<file path="src/inc/irq_mask_regs.svh">
// register offsets, field positions and reset values of the interrupt enable mask
`ifndef IRQ_MASK_REGS_SVH
`define IRQ_MASK_REGS_SVH

`define MASK_SET_OFS 8'h88
`define MASK_CLR_OFS 8'h8C
`define MASK_RESET 32'h0000_0000
`define MASK_WRITABLE 32'hEFFF_83FF
`define MASK_RSVD_HI 28
`define MASK_RSVD_LO_TOP 14
`define MASK_RSVD_LO_BOT 10
`define GLOBAL_GATE_BIT 31
`define MAKER_EVENT_BIT 30
`define SOFT_EVENT_BIT 29
`define ISO_RX_BIT 7
`define ISO_TX_BIT 6
`define SELF_ID_BIT 16
`define SELF_ID2_BIT 15
`define BUS_REINIT_BIT 17
`define ISO_TX_CTX 8
`define ISO_RX_CTX 4
`define ADDR_W 8

`endif

</file>
<file path="src/inc/irq_mask_pkg.sv">
// types shared by the interrupt enable mask block
package irq_mask_pkg;
	typedef struct packed {
		logic psel;
		logic penable;
		logic pwrite;
		logic [7:0] paddr;
		logic [31:0] pwdata;
	} apb_req_s;

	typedef struct packed {
		logic pready;
		logic pslverr;
		logic [31:0] prdata;
	} apb_rsp_s;

	typedef struct packed {
		logic [7:0] tx_event;
		logic [7:0] tx_enable;
		logic [3:0] rx_event;
		logic [3:0] rx_enable;
	} iso_ctx_s;
endpackage

</file>
<file path="src/hdl/link_interrupt_enable_mask.sv">
// interrupt enable mask with set and clear aliases and interrupt gating
`timescale 1ns/1ps
`default_nettype none
`include "irq_mask_regs.svh"

// Behaviour
// - mask readable at set and clear alias
// - set alias sets, clear alias clears
// - global gate off blocks every interrupt
// - other bits gate event at same position
// - bit 30 gates maker added event
// - bit 29 gates software raised event
// - bit 28 reserved, reads zero
// - bits 14 to 10 reserved, read zero
// - bits 27,26 gate late ack, line register
// - bits 25..23 gate cycle and fatal events
// - bits 22..20 gate missed, rollover, cycle start
// - bits 19,18 gate line status, failed access
// - bits 17..15 gate reinit and id done
// - bits 9,8 gate atomic and buffered errors
// - bits 7,6 gate iso summaries
// - bits 5,4 gate packet received events
// - bits 3,2 gate async receive dma
// - bits 1,0 gate send done events
// - iso summaries are unlatched or of contexts
// - id done cleared when reinit sets
module link_interrupt_enable_mask (
	// clock and reset
	input wire logic pclk,
	input wire logic presetn,
	// apb slave
	input wire irq_mask_pkg::apb_req_s apb_req,
	output irq_mask_pkg::apb_rsp_s apb_rsp,
	// latched events from the event register
	input wire logic [31:0] event_bits,
	// per context iso events and enables
	input wire irq_mask_pkg::iso_ctx_s iso_ctx,
	// hardware clear of the global gate
	input wire logic gate_hw_clear,
	// hardware side event view and interrupt
	output logic node_id_phase_done_clear,
	output logic [31:0] masked_events,
	output logic irq_out
);
	import irq_mask_pkg::*;

	// ****************************************
	// register state
	// ****************************************
	logic [31:0] mask_r;
	logic [31:0] mask_nxt;
	logic [31:0] prdata_r;
	logic pslverr_r;
	logic irq_r;
	logic reinit_prev_r;
	logic [31:0] events_eff;
	logic iso_tx_summary;
	logic iso_rx_summary;
	logic wr_set;
	logic wr_clr;
	logic hit;
	logic access;

	assign access = apb_req.psel && apb_req.penable;
	assign hit = (apb_req.paddr == `MASK_SET_OFS) || (apb_req.paddr == `MASK_CLR_OFS);
	assign wr_set = access && apb_req.pwrite && (apb_req.paddr == `MASK_SET_OFS);
	assign wr_clr = access && apb_req.pwrite && (apb_req.paddr == `MASK_CLR_OFS);

	// ****************************************
	// mask update
	// ****************************************
	always_comb begin
		mask_nxt = mask_r;
		if (wr_set) begin
			mask_nxt = mask_r | (apb_req.pwdata & `MASK_WRITABLE);
		end
		if (wr_clr) begin
			mask_nxt = mask_r & ~(apb_req.pwdata & `MASK_WRITABLE);
		end
		if (gate_hw_clear) begin
			mask_nxt[`GLOBAL_GATE_BIT] = 1'b0;
		end
		mask_nxt[`MASK_RSVD_HI] = 1'b0;
		mask_nxt[`MASK_RSVD_LO_TOP:`MASK_RSVD_LO_BOT] = '0;
	end

	always_ff @(posedge pclk or negedge presetn) begin
		if (!presetn) begin
			mask_r <= `MASK_RESET;
		end else begin
			mask_r <= mask_nxt;
		end
	end

	// ****************************************
	// apb read path
	// ****************************************
	always_ff @(posedge pclk or negedge presetn) begin
		if (!presetn) begin
			prdata_r <= `MASK_RESET;
			pslverr_r <= 1'b0;
		end else begin
			pslverr_r <= 1'b0;
			if (apb_req.psel && !apb_req.penable) begin
				prdata_r <= hit ? mask_r : 32'h0000_0000;
				pslverr_r <= !hit;
			end
		end
	end

	assign apb_rsp.pready = 1'b1;
	assign apb_rsp.prdata = prdata_r;
	assign apb_rsp.pslverr = pslverr_r && access;

	// ****************************************
	// event gating
	// ****************************************
	assign iso_tx_summary = |(iso_ctx.tx_event & iso_ctx.tx_enable);
	assign iso_rx_summary = |(iso_ctx.rx_event & iso_ctx.rx_enable);

	always_comb begin
		events_eff = event_bits;
		events_eff[`ISO_TX_BIT] = iso_tx_summary;
		events_eff[`ISO_RX_BIT] = iso_rx_summary;
		events_eff[`GLOBAL_GATE_BIT] = 1'b0;
	end

	// per position gating over bits 30..0
	genvar g;
	generate
		for (g = 0; g < 31; g++) begin : gate_g
			assign masked_events[g] = mask_r[g] & events_eff[g];
		end
	endgenerate
	assign masked_events[31] = 1'b0;

	// id done cleared on rising edge of reinit event
	always_ff @(posedge pclk or negedge presetn) begin
		if (!presetn) begin
			reinit_prev_r <= 1'b0;
		end else begin
			reinit_prev_r <= event_bits[`BUS_REINIT_BIT];
		end
	end
	assign node_id_phase_done_clear = event_bits[`BUS_REINIT_BIT] && !reinit_prev_r;

	always_ff @(posedge pclk or negedge presetn) begin
		if (!presetn) begin
			irq_r <= 1'b0;
		end else begin
			irq_r <= mask_r[`GLOBAL_GATE_BIT] && (|masked_events);
		end
	end
	assign irq_out = irq_r;
endmodule
`default_nettype wire

</file>
<file path="config.mk">
export PLATFORM = sky130hd
export DESIGN_NAME = link_interrupt_enable_mask
export DESIGN_NICKNAME = d
export VERILOG_FILES = /design/src/inc/irq_mask_pkg.sv /design/src/hdl/link_interrupt_enable_mask.sv
export VERILOG_INCLUDE_DIRS = /design/src /design/src/inc
export SDC_FILE = /design/constraint.sdc
export NUM_CORES = 1
export LEC_CHECK = 0
export ABC_AREA = 1
export BUFFER_PORTS_ARGS = -buffer_cell sky130_fd_sc_hd__buf_2
export CAP_MARGIN = 20
export CORE_ASPECT_RATIO = 0.7
export CORE_MARGIN = 2
export CORE_UTILIZATION = 45
export CTS_BUF_LIST = sky130_fd_sc_hd__clkbuf_8
export DETAILED_ROUTE_END_ITERATION = 16
export PLACE_DENSITY = 0.82
export SLEW_MARGIN = 5
export SYNTH_ARGS = -nofsm -noshare
export SYNTH_HDL_FRONTEND = slang
export SYNTH_SLANG_ARGS = --single-unit
</file>
<file path="constraint.sdc">
create_clock -name pclk -period 1.2 [get_ports pclk]
set_input_delay 0.06 -clock pclk [delete_from_list [all_inputs] [get_ports pclk]]
set_output_delay 0.06 -clock pclk [all_outputs]
set_load 0.005 [all_outputs]
</file>
==> reports/metrics.csv, run 1 <==
stage;metric;value;unit
place;post-DP HPWL;5950;um
floorplanning;initial core utilization;0.465;
power_and_ir_drop;leak pwr;2.27;nW
setup_path;Slowest cell on crit path;dfrtp_1;
cells_and_area;Final Util;0.609;
place;placed instance count;576;
setup_path;CP cell instances;inv_1 -> nor2_2 -> buf_2;
clock_network;H-tree levels;2;
floorplanning;Ports;170;
power_and_ir_drop;Worst VDD drop;0.000483;V
setup_path;endpoint class of the critical path;output pin;
routing;Vias/cell;4.92;
global_route;vias in the first global route;2694;
synthesis;#FFs+latches synth;55;
cells_and_area;Non-Filler Instances;589;
clock_network;clock slew at reported path FFs;0.10;ns
global_route;global-route total usage across every layer;0.222;
synthesis;synth unique cells;27;
clock_network;CTS Buf Count;5;
cells_and_area;final net count;612;
setup_path;R2R cell count;8;
cells_and_area;layout cells sized above 1;0.374;
setup_path;worst-path fanout max;3;
cells_and_area;n_diodes;0;
clock_network;Root Buffer Master;clkbuf_8;
clock_network;# clock sinks;55;
synthesis;post-synthesis sequential area ratio;0.474;
sta;fin crit share;0.926;
synthesis;largest area contributor in the netlist;dfrtp_1;
sta;maximum clock rate;0.900;GHz
place;dpl ws;-0.131;ns
routing;DR WL/cell;13.3;um
setup_path;Required @ worst endpoint;1.14;ns
floorplanning;Die X-Extent;100;um
setup_path;Reg-to-Reg End;irq_out;
setup_path;WS Path Type;reg -> out;
setup_path;Worst Setup EP;masked_events[7];
routing;M1 wire length;3440;um
sta;post-route minimum period;1.11;ns
synthesis;Netlist Area Pre-Place;2900;sq um
routing;met2 wire length;3680;um
sta;Worst Skew;0.00804;ns
setup_path;CP startpoint kind;flop;
floorplanning;core area;6250;sq um
hold_path;Hold Path Class;in -> reg;
global_route;initial antenna violation count;0;
floorplanning;chip height;71.2;um
sta;setup ws final;0.0887;ns
synthesis;Syn Inst Count;359;
routing;vias;2898;
global_route;first-pass GRT wire length;12600;um
routing;1st-pass router iterations;5;
sta;Final Max Tran Viols;0;
setup_path;Reg2Reg Setup Slack;0.09;ns
routing;Top Layer Used;met4;
run;Max Cap Viol;0;
place;GPL Wtd Cong;0.862;
setup_path;CP max stage delay;0.39;ns
synthesis;main area contributors after synthesis;dfrtp_1, nand2_1, nand4_1, o21ai_1, buf_4;
sta;RSZ-0062 raised after global routing;yes;
synthesis;Post-Syn Area per Cell;8.09;sq um
cells_and_area;Area Growth Syn to Fin;31.0;%
place;PortBufs;140;
power_and_ir_drop;PD cells;883;nW/um^2
run_status;status;finished clean;
global_route;largest net degree at the start of global routing;56;
clock_network;CTS tree;built;
routing;drt total wl;7840;um
sta;Hold Vio Cnt, Final;0;
routing;drt drc;0;
sta;final setup fails;0;
floorplanning;die area;7120;sq um
clock_network;Clock Latency Late Sink;0.30;ns
routing;drt initial violations;126;
floorplanning;Core Rows;24;
synthesis;Yosys top cell area share;0.474;
clock_network;CTS max path bufs;2;
routing;antenna viol nets, final;0;
setup_path;Worst EP arrival;1.05;ns
synthesis;Ys Warns;0;
routing;WL met3;684;um
global_route;Remaining Overflow, GRT;0;
synth_stat cells:
cell type,instances
nand2_1,137
dfrtp_1,55
inv_1,30
nand4_1,26
o21ai_1,26
buf_4,17
o21ai_2,14
nor2_1,13
o21ai_0,11
buf_6,4
buf_2,3
nand3_1,3
a21oi_1,2
buf_12,2
clkbuf_8,2
conb_1,2
nor2_2,2
and3_1,1
clkbuf_1,1
clkinv_1,1
inv_2,1
nand2_4,1
nor2_4,1
nor2_8,1
nor3b_1,1
o21bai_1,1
or2_1,1
cell usage in the layout, fill, tap and decap left out, types with 5 or more instances in the layout:
cell type,netlist,routed
inv_1,30,30
nor2_1,13,9
nor2_2,2,6
o21ai_2,14,14
dfrtp_1,55,55
clkbuf_8,2,5
buf_4,17,14
o21ai_1,26,26
buf_2,3,140
conb_1,2,14
o21ai_0,11,11
nand4_1,26,26
nand2_1,137,136
metal layers:
| metal | track usage | up-vias |
|---|---|---|
| met3 | 0.0488 | 4 |
| li1 | - | 1429 |
| met1 | 0.313 | 1333 |
| met5 | 0 | - |
| met4 | 0.0350 | 0 |
| met2 | 0.365 | 132 |
report_power, final:
part | switching (W) | total (W) | internal [W]
combinational | 0.000236 | 0.000436 | 0.000200
sequential | 0.0000214 | 0.00190 | 0.00188
clock | 0.000617 | 0.00103 | 0.000408
total | 0.000874 | 0.00336 | 0.00249
cell type report:
type	count	area, sq um
timing repair buffer	161	916
inverter	32	120
multi-input combinational	255	1210
fill	581	2440
clock buffer	5	68.8
sequential	55	1380
tap	78	97.6
clock inverter	3	20.0
critical path, delay by kind of cell, from the launching register on:
family                 cells  cell delay, ns
buffers and inverters      2            0.20
flip-flops                 1            0.39
AND/OR/NAND/NOR            1            0.17
kinds of logic after synthesis:
logic type / share of synthesized area
buf+inv: 0.131
compound gates: 0.112
other cells: 0.00259
simple gates: 0.281
flops: 0.474
repair_timing:
action	in CTS	in global routing
endpoints found under the setup margin	1	2
hold endpoints to repair	57	0
setup buffers	0	2
hold buffers	3	0
gates resized for setup	1	4
pin swaps	0	3
how the worst min path moves through the flow:
stage                      startpoint      endpoint  cells past startpoint
after floorplan               presetn     async pin                      0
after global placement        presetn  prdata_r[26]                      2
after detailed placement      presetn  prdata_r[26]                      2
after CTS                  apb_req[2]          flop                      3
after global routing      apb_req[15]          flop                      3
final                     apb_req[31]    mask_r[31]                      3
metrics by stage:
stage          hold slack (ns)  TNS, ns  cell area, sq um  total power (W)
2_1_floorplan           -0.236        0              2950          0.00213
4_1_cts                 0.0314        0              3780          0.00339
5_1_grt                 0.0336  -0.0286              3800          0.00352
3_3_place_gp            0.0777   -0.405              3660          0.00235
6_report                0.0379        0              3800          0.00336
3_5_place_dp            0.0837    -1.56              3660          0.00236
No activity file was read; power rests on OpenSTA's default activity.
==> inputs of run 2 (changes only) <==
- REMOVE_ABC_BUFFERS: default -> 1
==> run 2 against run 1 <==
Clock power increased by 21%. Worst setup slack got worse by 0.071 ns. Maximum frequency decreased by 6.0%. Routed wire length decreased by 2.2%. Power increased by 6.8%. Clock skew decreased by 0.0023 ns. Largest cell class unchanged.
==> reports/metrics.csv, run 2 (synthesized netlist as in run 1, its figures left out) <==
stage;metric;value;unit
power_and_ir_drop;Worst VDD drop;0.000712;V
setup_path;WS Path Type;reg -> reg;
setup_path;endpoint class of the critical path;flop;
place;GPL Wtd Cong;0.800;
sta;post-route minimum period;1.18;ns
run;Max Cap Viol;0;
global_route;first-pass GRT wire length;12400;um
sta;Worst Skew;0.00572;ns
hold_path;Hold Path Stages;3;
floorplanning;Ports;170;
global_route;initial antenna violation count;0;
floorplanning;Die X-Extent;100;um
global_route;largest net degree at the start of global routing;56;
routing;drt total wl;7670;um
routing;antenna viol nets, final;0;
power_and_ir_drop;PD cells;929;nW/um^2
global_route;Remaining Overflow, GRT;0;
place;PortBufs;140;
cells_and_area;n_diodes;0;
setup_path;R2R cell count;8;
cells_and_area;Final Util;0.619;
global_route;global-route total usage across every layer;0.219;
global_route;vias in the first global route;2718;
place;post-DP HPWL;5910;um
clock_network;CTS Buf Count;5;
run_status;status;finished clean;
routing;drt drc;0;
sta;Hold Vio Cnt, Final;0;
floorplanning;Core Rows;24;
clock_network;# clock sinks;55;
hold_path;Hold Path Class;in -> reg;
routing;drt initial violations;107;
cells_and_area;most common cell after layout, fill and taps aside;buf_2;
clock_network;H-tree levels;2;
power_and_ir_drop;leak pwr;2.31;nW
floorplanning;core area;6250;sq um
setup_path;CP startpoint kind;flop;
clock_network;post-CTS setup buffer count;0;
floorplanning;initial core utilization;0.465;
cells_and_area;Filler cells;557;
routing;Vias/cell;4.87;
setup_path;Required @ worst endpoint;1.40;ns
cells_and_area;layout cells sized above 1;0.372;
routing;vias;2870;
clock_network;CTS max path bufs;2;
sta;RSZ-0062 raised after global routing;yes;
setup_path;worst-path fanout max;3;
clock_network;CTS tree;built;
sta;final setup fails;0;
floorplanning;chip height;71.2;um
clock_network;clock slew at reported path FFs;0.09;ns
sta;Final Max Tran Viols;0;
sta;fin crit share;0.986;
sta;maximum clock rate;0.846;GHz
setup_path;Worst EP arrival;1.38;ns
sta;final setup TNS;0;ns
floorplanning;die area;7120;sq um
routing;1st-pass router iterations;4;
clock_network;Root Buffer Master;clkbuf_8;
cells_and_area;most frequent cells in the layout;buf_2, nand2_1, dfrtp_1;
routing;DR WL/cell;13.0;um
cells_and_area;Area Growth Syn to Fin;33.0;%
clock_network;Clock Latency Late Sink;0.30;ns
cells_and_area;final net count;612;
==> run 2: layout make-up <==
class / instances / area, sq um / area share
sequential: 55 / 1380 / 0.356
multi-input combinational: 255 / 1200 / 0.311
timing repair buffer: 161 / 951 / 0.246
inverter: 32 / 120 / 0.0311
tap: 78 / 97.6 / 0.0253
clock buffer: 6 / 82.6 / 0.0214
clock inverter: 2 / 35.0 / 0.00907
==> run 2: repair_timing <==
action | CTS | global route
hold buffers | 2 | 0
setup endpoints to repair | 1 | 1
cloned | 0 | 0
endpoints found under the hold margin | 56 | 0
resized for setup | 1 | 2
pin swaps | 0 | 1
==> run 2: metal layers <==
metal | wire length (um) | GRT usage
met4 | 27 | 0.0350
met1 | 3290 | 0.288
met2 | 3750 | 0.386
met5 | 0 | 0
met3 | 608 | 0.0459
==> run 2: worst paths after layout <==
kind	slack, ns	end	start
setup / recovery	0.02	irq_out	flop
hold / removal	0.02	mask_r[31]	gate_hw_clear
setup reg to reg	0.02	irq_out	flop
hold reg to reg	0.49	prdata_r[16]	prdata_r[16]
max in group asynchronous	0.66	async pin	presetn
min in group asynchronous	0.29	prdata_r[22]	presetn
==> run 2: critical path, cell delays in order, from the launching register on <==
cell	delay [ns]
dfrtp_1	0.41
nand2_1	0.08
nand2_1	0.06
nor2_2	0.14
nand2_1	0.09
nor2_1	0.12
nand3_1	0.09
nand2_1	0.06
inv_1	0.03
==> run 2: through the flow <==
step                      total power, W  instances  setup WS, ns  hold WS, ns  instance area [sq um]
after floorplan                  0.00207        342        -0.541       -0.236                   2690
after detailed placement         0.00237        579       -0.0265       0.0822                   3720
after global placement           0.00236        579        0.0107       0.0788                   3720
after CTS                        0.00363        589       0.00451       0.0110                   3860
after global routing             0.00376        589       -0.0695       0.0320                   3860
final                            0.00359        589        0.0174       0.0172                   3860
==> run 2: power by group <==
group / switching (W) / total (W) / internal, W
registers: 0.0000189 / 0.00190 / 0.00188
logic: 0.000240 / 0.000442 / 0.000202
clock network: 0.000575 / 0.00125 / 0.000676
==> inputs of run 3 (changes only) <==
- RECOVER_POWER: default -> 25
==> run 3 against run 2 <==
Critical path depth unchanged. Cell area decreased by 0.36%. Combinational power decreased by 2%. Count of clock-buffer cells in the layout is the same. Die area did not move. Critical endpoint unchanged. Largest cell class unchanged. Largest power group unchanged.
==> reports/metrics.csv, run 3 (synthesized netlist as in run 1, its figures left out) <==
stage;metric;value;unit
cells_and_area;Area Growth Syn to Fin;32.6;%
place;PortBufs;140;
sta;final setup TNS;0;ns
cells_and_area;most common cell after layout, fill and taps aside;buf_2;
setup_path;Reg-to-Reg End;irq_out;
clock_network;clock slew at reported path FFs;0.09;ns
cells_and_area;final net count;612;
power_and_ir_drop;Logic pwr share;0.121;
clock_network;CTS tree;built;
place;placed instance count;579;
clock_network;CTS Buf Count;5;
global_route;initial antenna violation count;0;
global_route;met2 usage;0.386;
cells_and_area;layout cells sized above 1;0.370;
run_status;status;finished clean;
clock_network;Clock Latency Late Sink;0.30;ns
floorplanning;chip height;71.2;um
routing;Vias/cell;4.89;
sta;post-route minimum period;1.18;ns
setup_path;CP max stage delay;0.41;ns
sta;Rel. slew slack;0.507;
setup_path;Slowest cell on crit path;dfrtp_1;
routing;vias;2878;
sta;WHS;0.0171;ns
cells_and_area;Final Util;0.616;
global_route;Remaining Overflow, GRT;0;
sta;Worst Skew;0.00573;ns
setup_path;Required @ worst endpoint;1.40;ns
global_route;first-pass GRT wire length;12400;um
power_and_ir_drop;Net Sw Frac;0.232;
setup_path;CP startpoint kind;flop;
cells_and_area;most frequent cells in the layout;buf_2, nand2_1, dfrtp_1;
floorplanning;initial core utilization;0.465;
routing;drt total wl;7690;um
setup_path;Worst Setup EP;irq_out;
cells_and_area;Non-Filler Instances;589;
sta;maximum clock rate;0.845;GHz
sta;Hold Vio Cnt, Final;0;
setup_path;Reg2Reg Setup Slack;0.02;ns
sta;RSZ-0062 raised after global routing;yes;
power_and_ir_drop;Seq pwr share;0.530;
sta;Final Max Tran Viols;0;
floorplanning;die area;7120;sq um
power_and_ir_drop;leak pwr;2.30;nW
power_and_ir_drop;Pwr Total;0.00358;W
global_route;met1 Use GR;0.288;
floorplanning;Ports;170;
cells_and_area;n_diodes;0;
floorplanning;core area;6250;sq um
place;GPL Wtd Cong;0.800;
power_and_ir_drop;clock power share;0.349;
sta;final setup fails;0;
clock_network;# clock sinks;55;
power_and_ir_drop;PD cells;931;nW/um^2
power_and_ir_drop;Worst VDD drop;0.000712;V
setup_path;endpoint class of the critical path;flop;
power_and_ir_drop;Switch Pwr;0.000832;W
setup_path;CP cell instances;nand2_1 -> nand2_1 -> nor2_2 -> nand2_1 -> nor2_1 -> nand3_1 -> nand2_1 -> inv_1;
setup_path;most used cell along the critical path;nand2_1;
routing;1st-pass router iterations;4;
routing;drt initial violations;109;
floorplanning;Die X-Extent;100;um
setup_path;worst-path fanout max;3;
global_route;GR peak layer;met2;
routing;drt drc;0;
sta;fin crit share;0.986;
global_route;largest net degree at the start of global routing;56;
run;Max Cap Viol;0;
power_and_ir_drop;Int Pwr;0.00275;W
setup_path;Worst EP arrival;1.38;ns
clock_network;CTS max path bufs;2;
clock_network;Root Buffer Master;clkbuf_8;
place;post-DP HPWL;5910;um
routing;antenna viol nets, final;0;
global_route;vias in the first global route;2718;
hold_path;Hold Path Class;in -> reg;
floorplanning;Core Rows;24;
global_route;met3 usage;0.0459;
setup_path;R2R cell count;8;
sta;Worst-Margin Slew;0.739;ns
setup_path;WS Path Type;reg -> reg;
routing;DR WL/cell;13.0;um
global_route;global-route total usage across every layer;0.219;
clock_network;H-tree levels;2;
run 3: changes by cell type in the layout (fill, tap and decap cells not counted):
cell      before  now
clkbuf_1       0    1
clkbuf_4       0    1
buf_2        140  139
buf_12         7    6
run 3: routing by layer:
| metal | up-vias | routed length, um |
|---|---|---|
| li1 | 1434 | - |
| met1 | 1318 | 3290 |
| met2 | 120 | 3770 |
| met3 | 6 | 590 |
| met4 | 0 | 33 |
| met5 | - | 0 |
run 3: area by class of cell:
| cell class | count | area [sq um] |
|---|---|---|
| Tap cell | 78 | 97.6 |
| Multi-Input combinational cell | 255 | 1200 |
| Clock buffer | 6 | 82.6 |
| Timing Repair Buffer | 161 | 937 |
| Inverter | 32 | 120 |
| Fill cell | 560 | 2400 |
| Sequential cell | 55 | 1380 |
| Clock inverter | 2 | 35.0 |
run 3: critical path, delay by kind of cell, from the launching register on:
family	cells	cell delay (ns)
AND/OR/NAND/NOR	7	0.64
flip-flops	1	0.41
buffers and inverters	1	0.03
run 3: through the flow:
step | setup WS [ns] | cell area [sq um]
2_1_floorplan | -0.541 | 2690
3_3_place_gp | 0.0107 | 3720
3_5_place_dp | -0.0265 | 3720
4_1_cts | 0.00451 | 3860
5_1_grt | -0.0695 | 3850
6_report | 0.0170 | 3850
run 3: how the worst min path moves through the flow:
stage | startpoint | end | slack [ns] | cells after the start
detailed placement | presetn | prdata_r[22] | 0.08 | 2
global placement | presetn | prdata_r[22] | 0.08 | 2
floorplan | presetn | async pin | -0.24 | 0
global route | apb_req[31] | mask_r[31] | 0.03 | 3
CTS | gate_hw_clear | mask_r[31] | 0.01 | 3
finish | gate_hw_clear | mask_r[31] | 0.02 | 3
run 3: what timing repair did:
item / CTS / global route
resized for setup: 1 / 2
hold buffers: 2 / 0
hold endpoints to repair: 56 / 0
endpoints found under the setup margin: 1 / 1
setup buffers: 0 / 0
pin swaps: 0 / 1
run 3: power by group through the flow:
stage	combinational, W	sequential, W	clock (W)
6_report	0.000435	0.00190	0.00125
5_1_grt	0.000489	0.00190	0.00136
4_1_cts	0.000444	0.00190	0.00129
3_5_place_dp	0.000436	0.00193	0
3_3_place_gp	0.000425	0.00193	0
2_1_floorplan	0.000144	0.00193	0
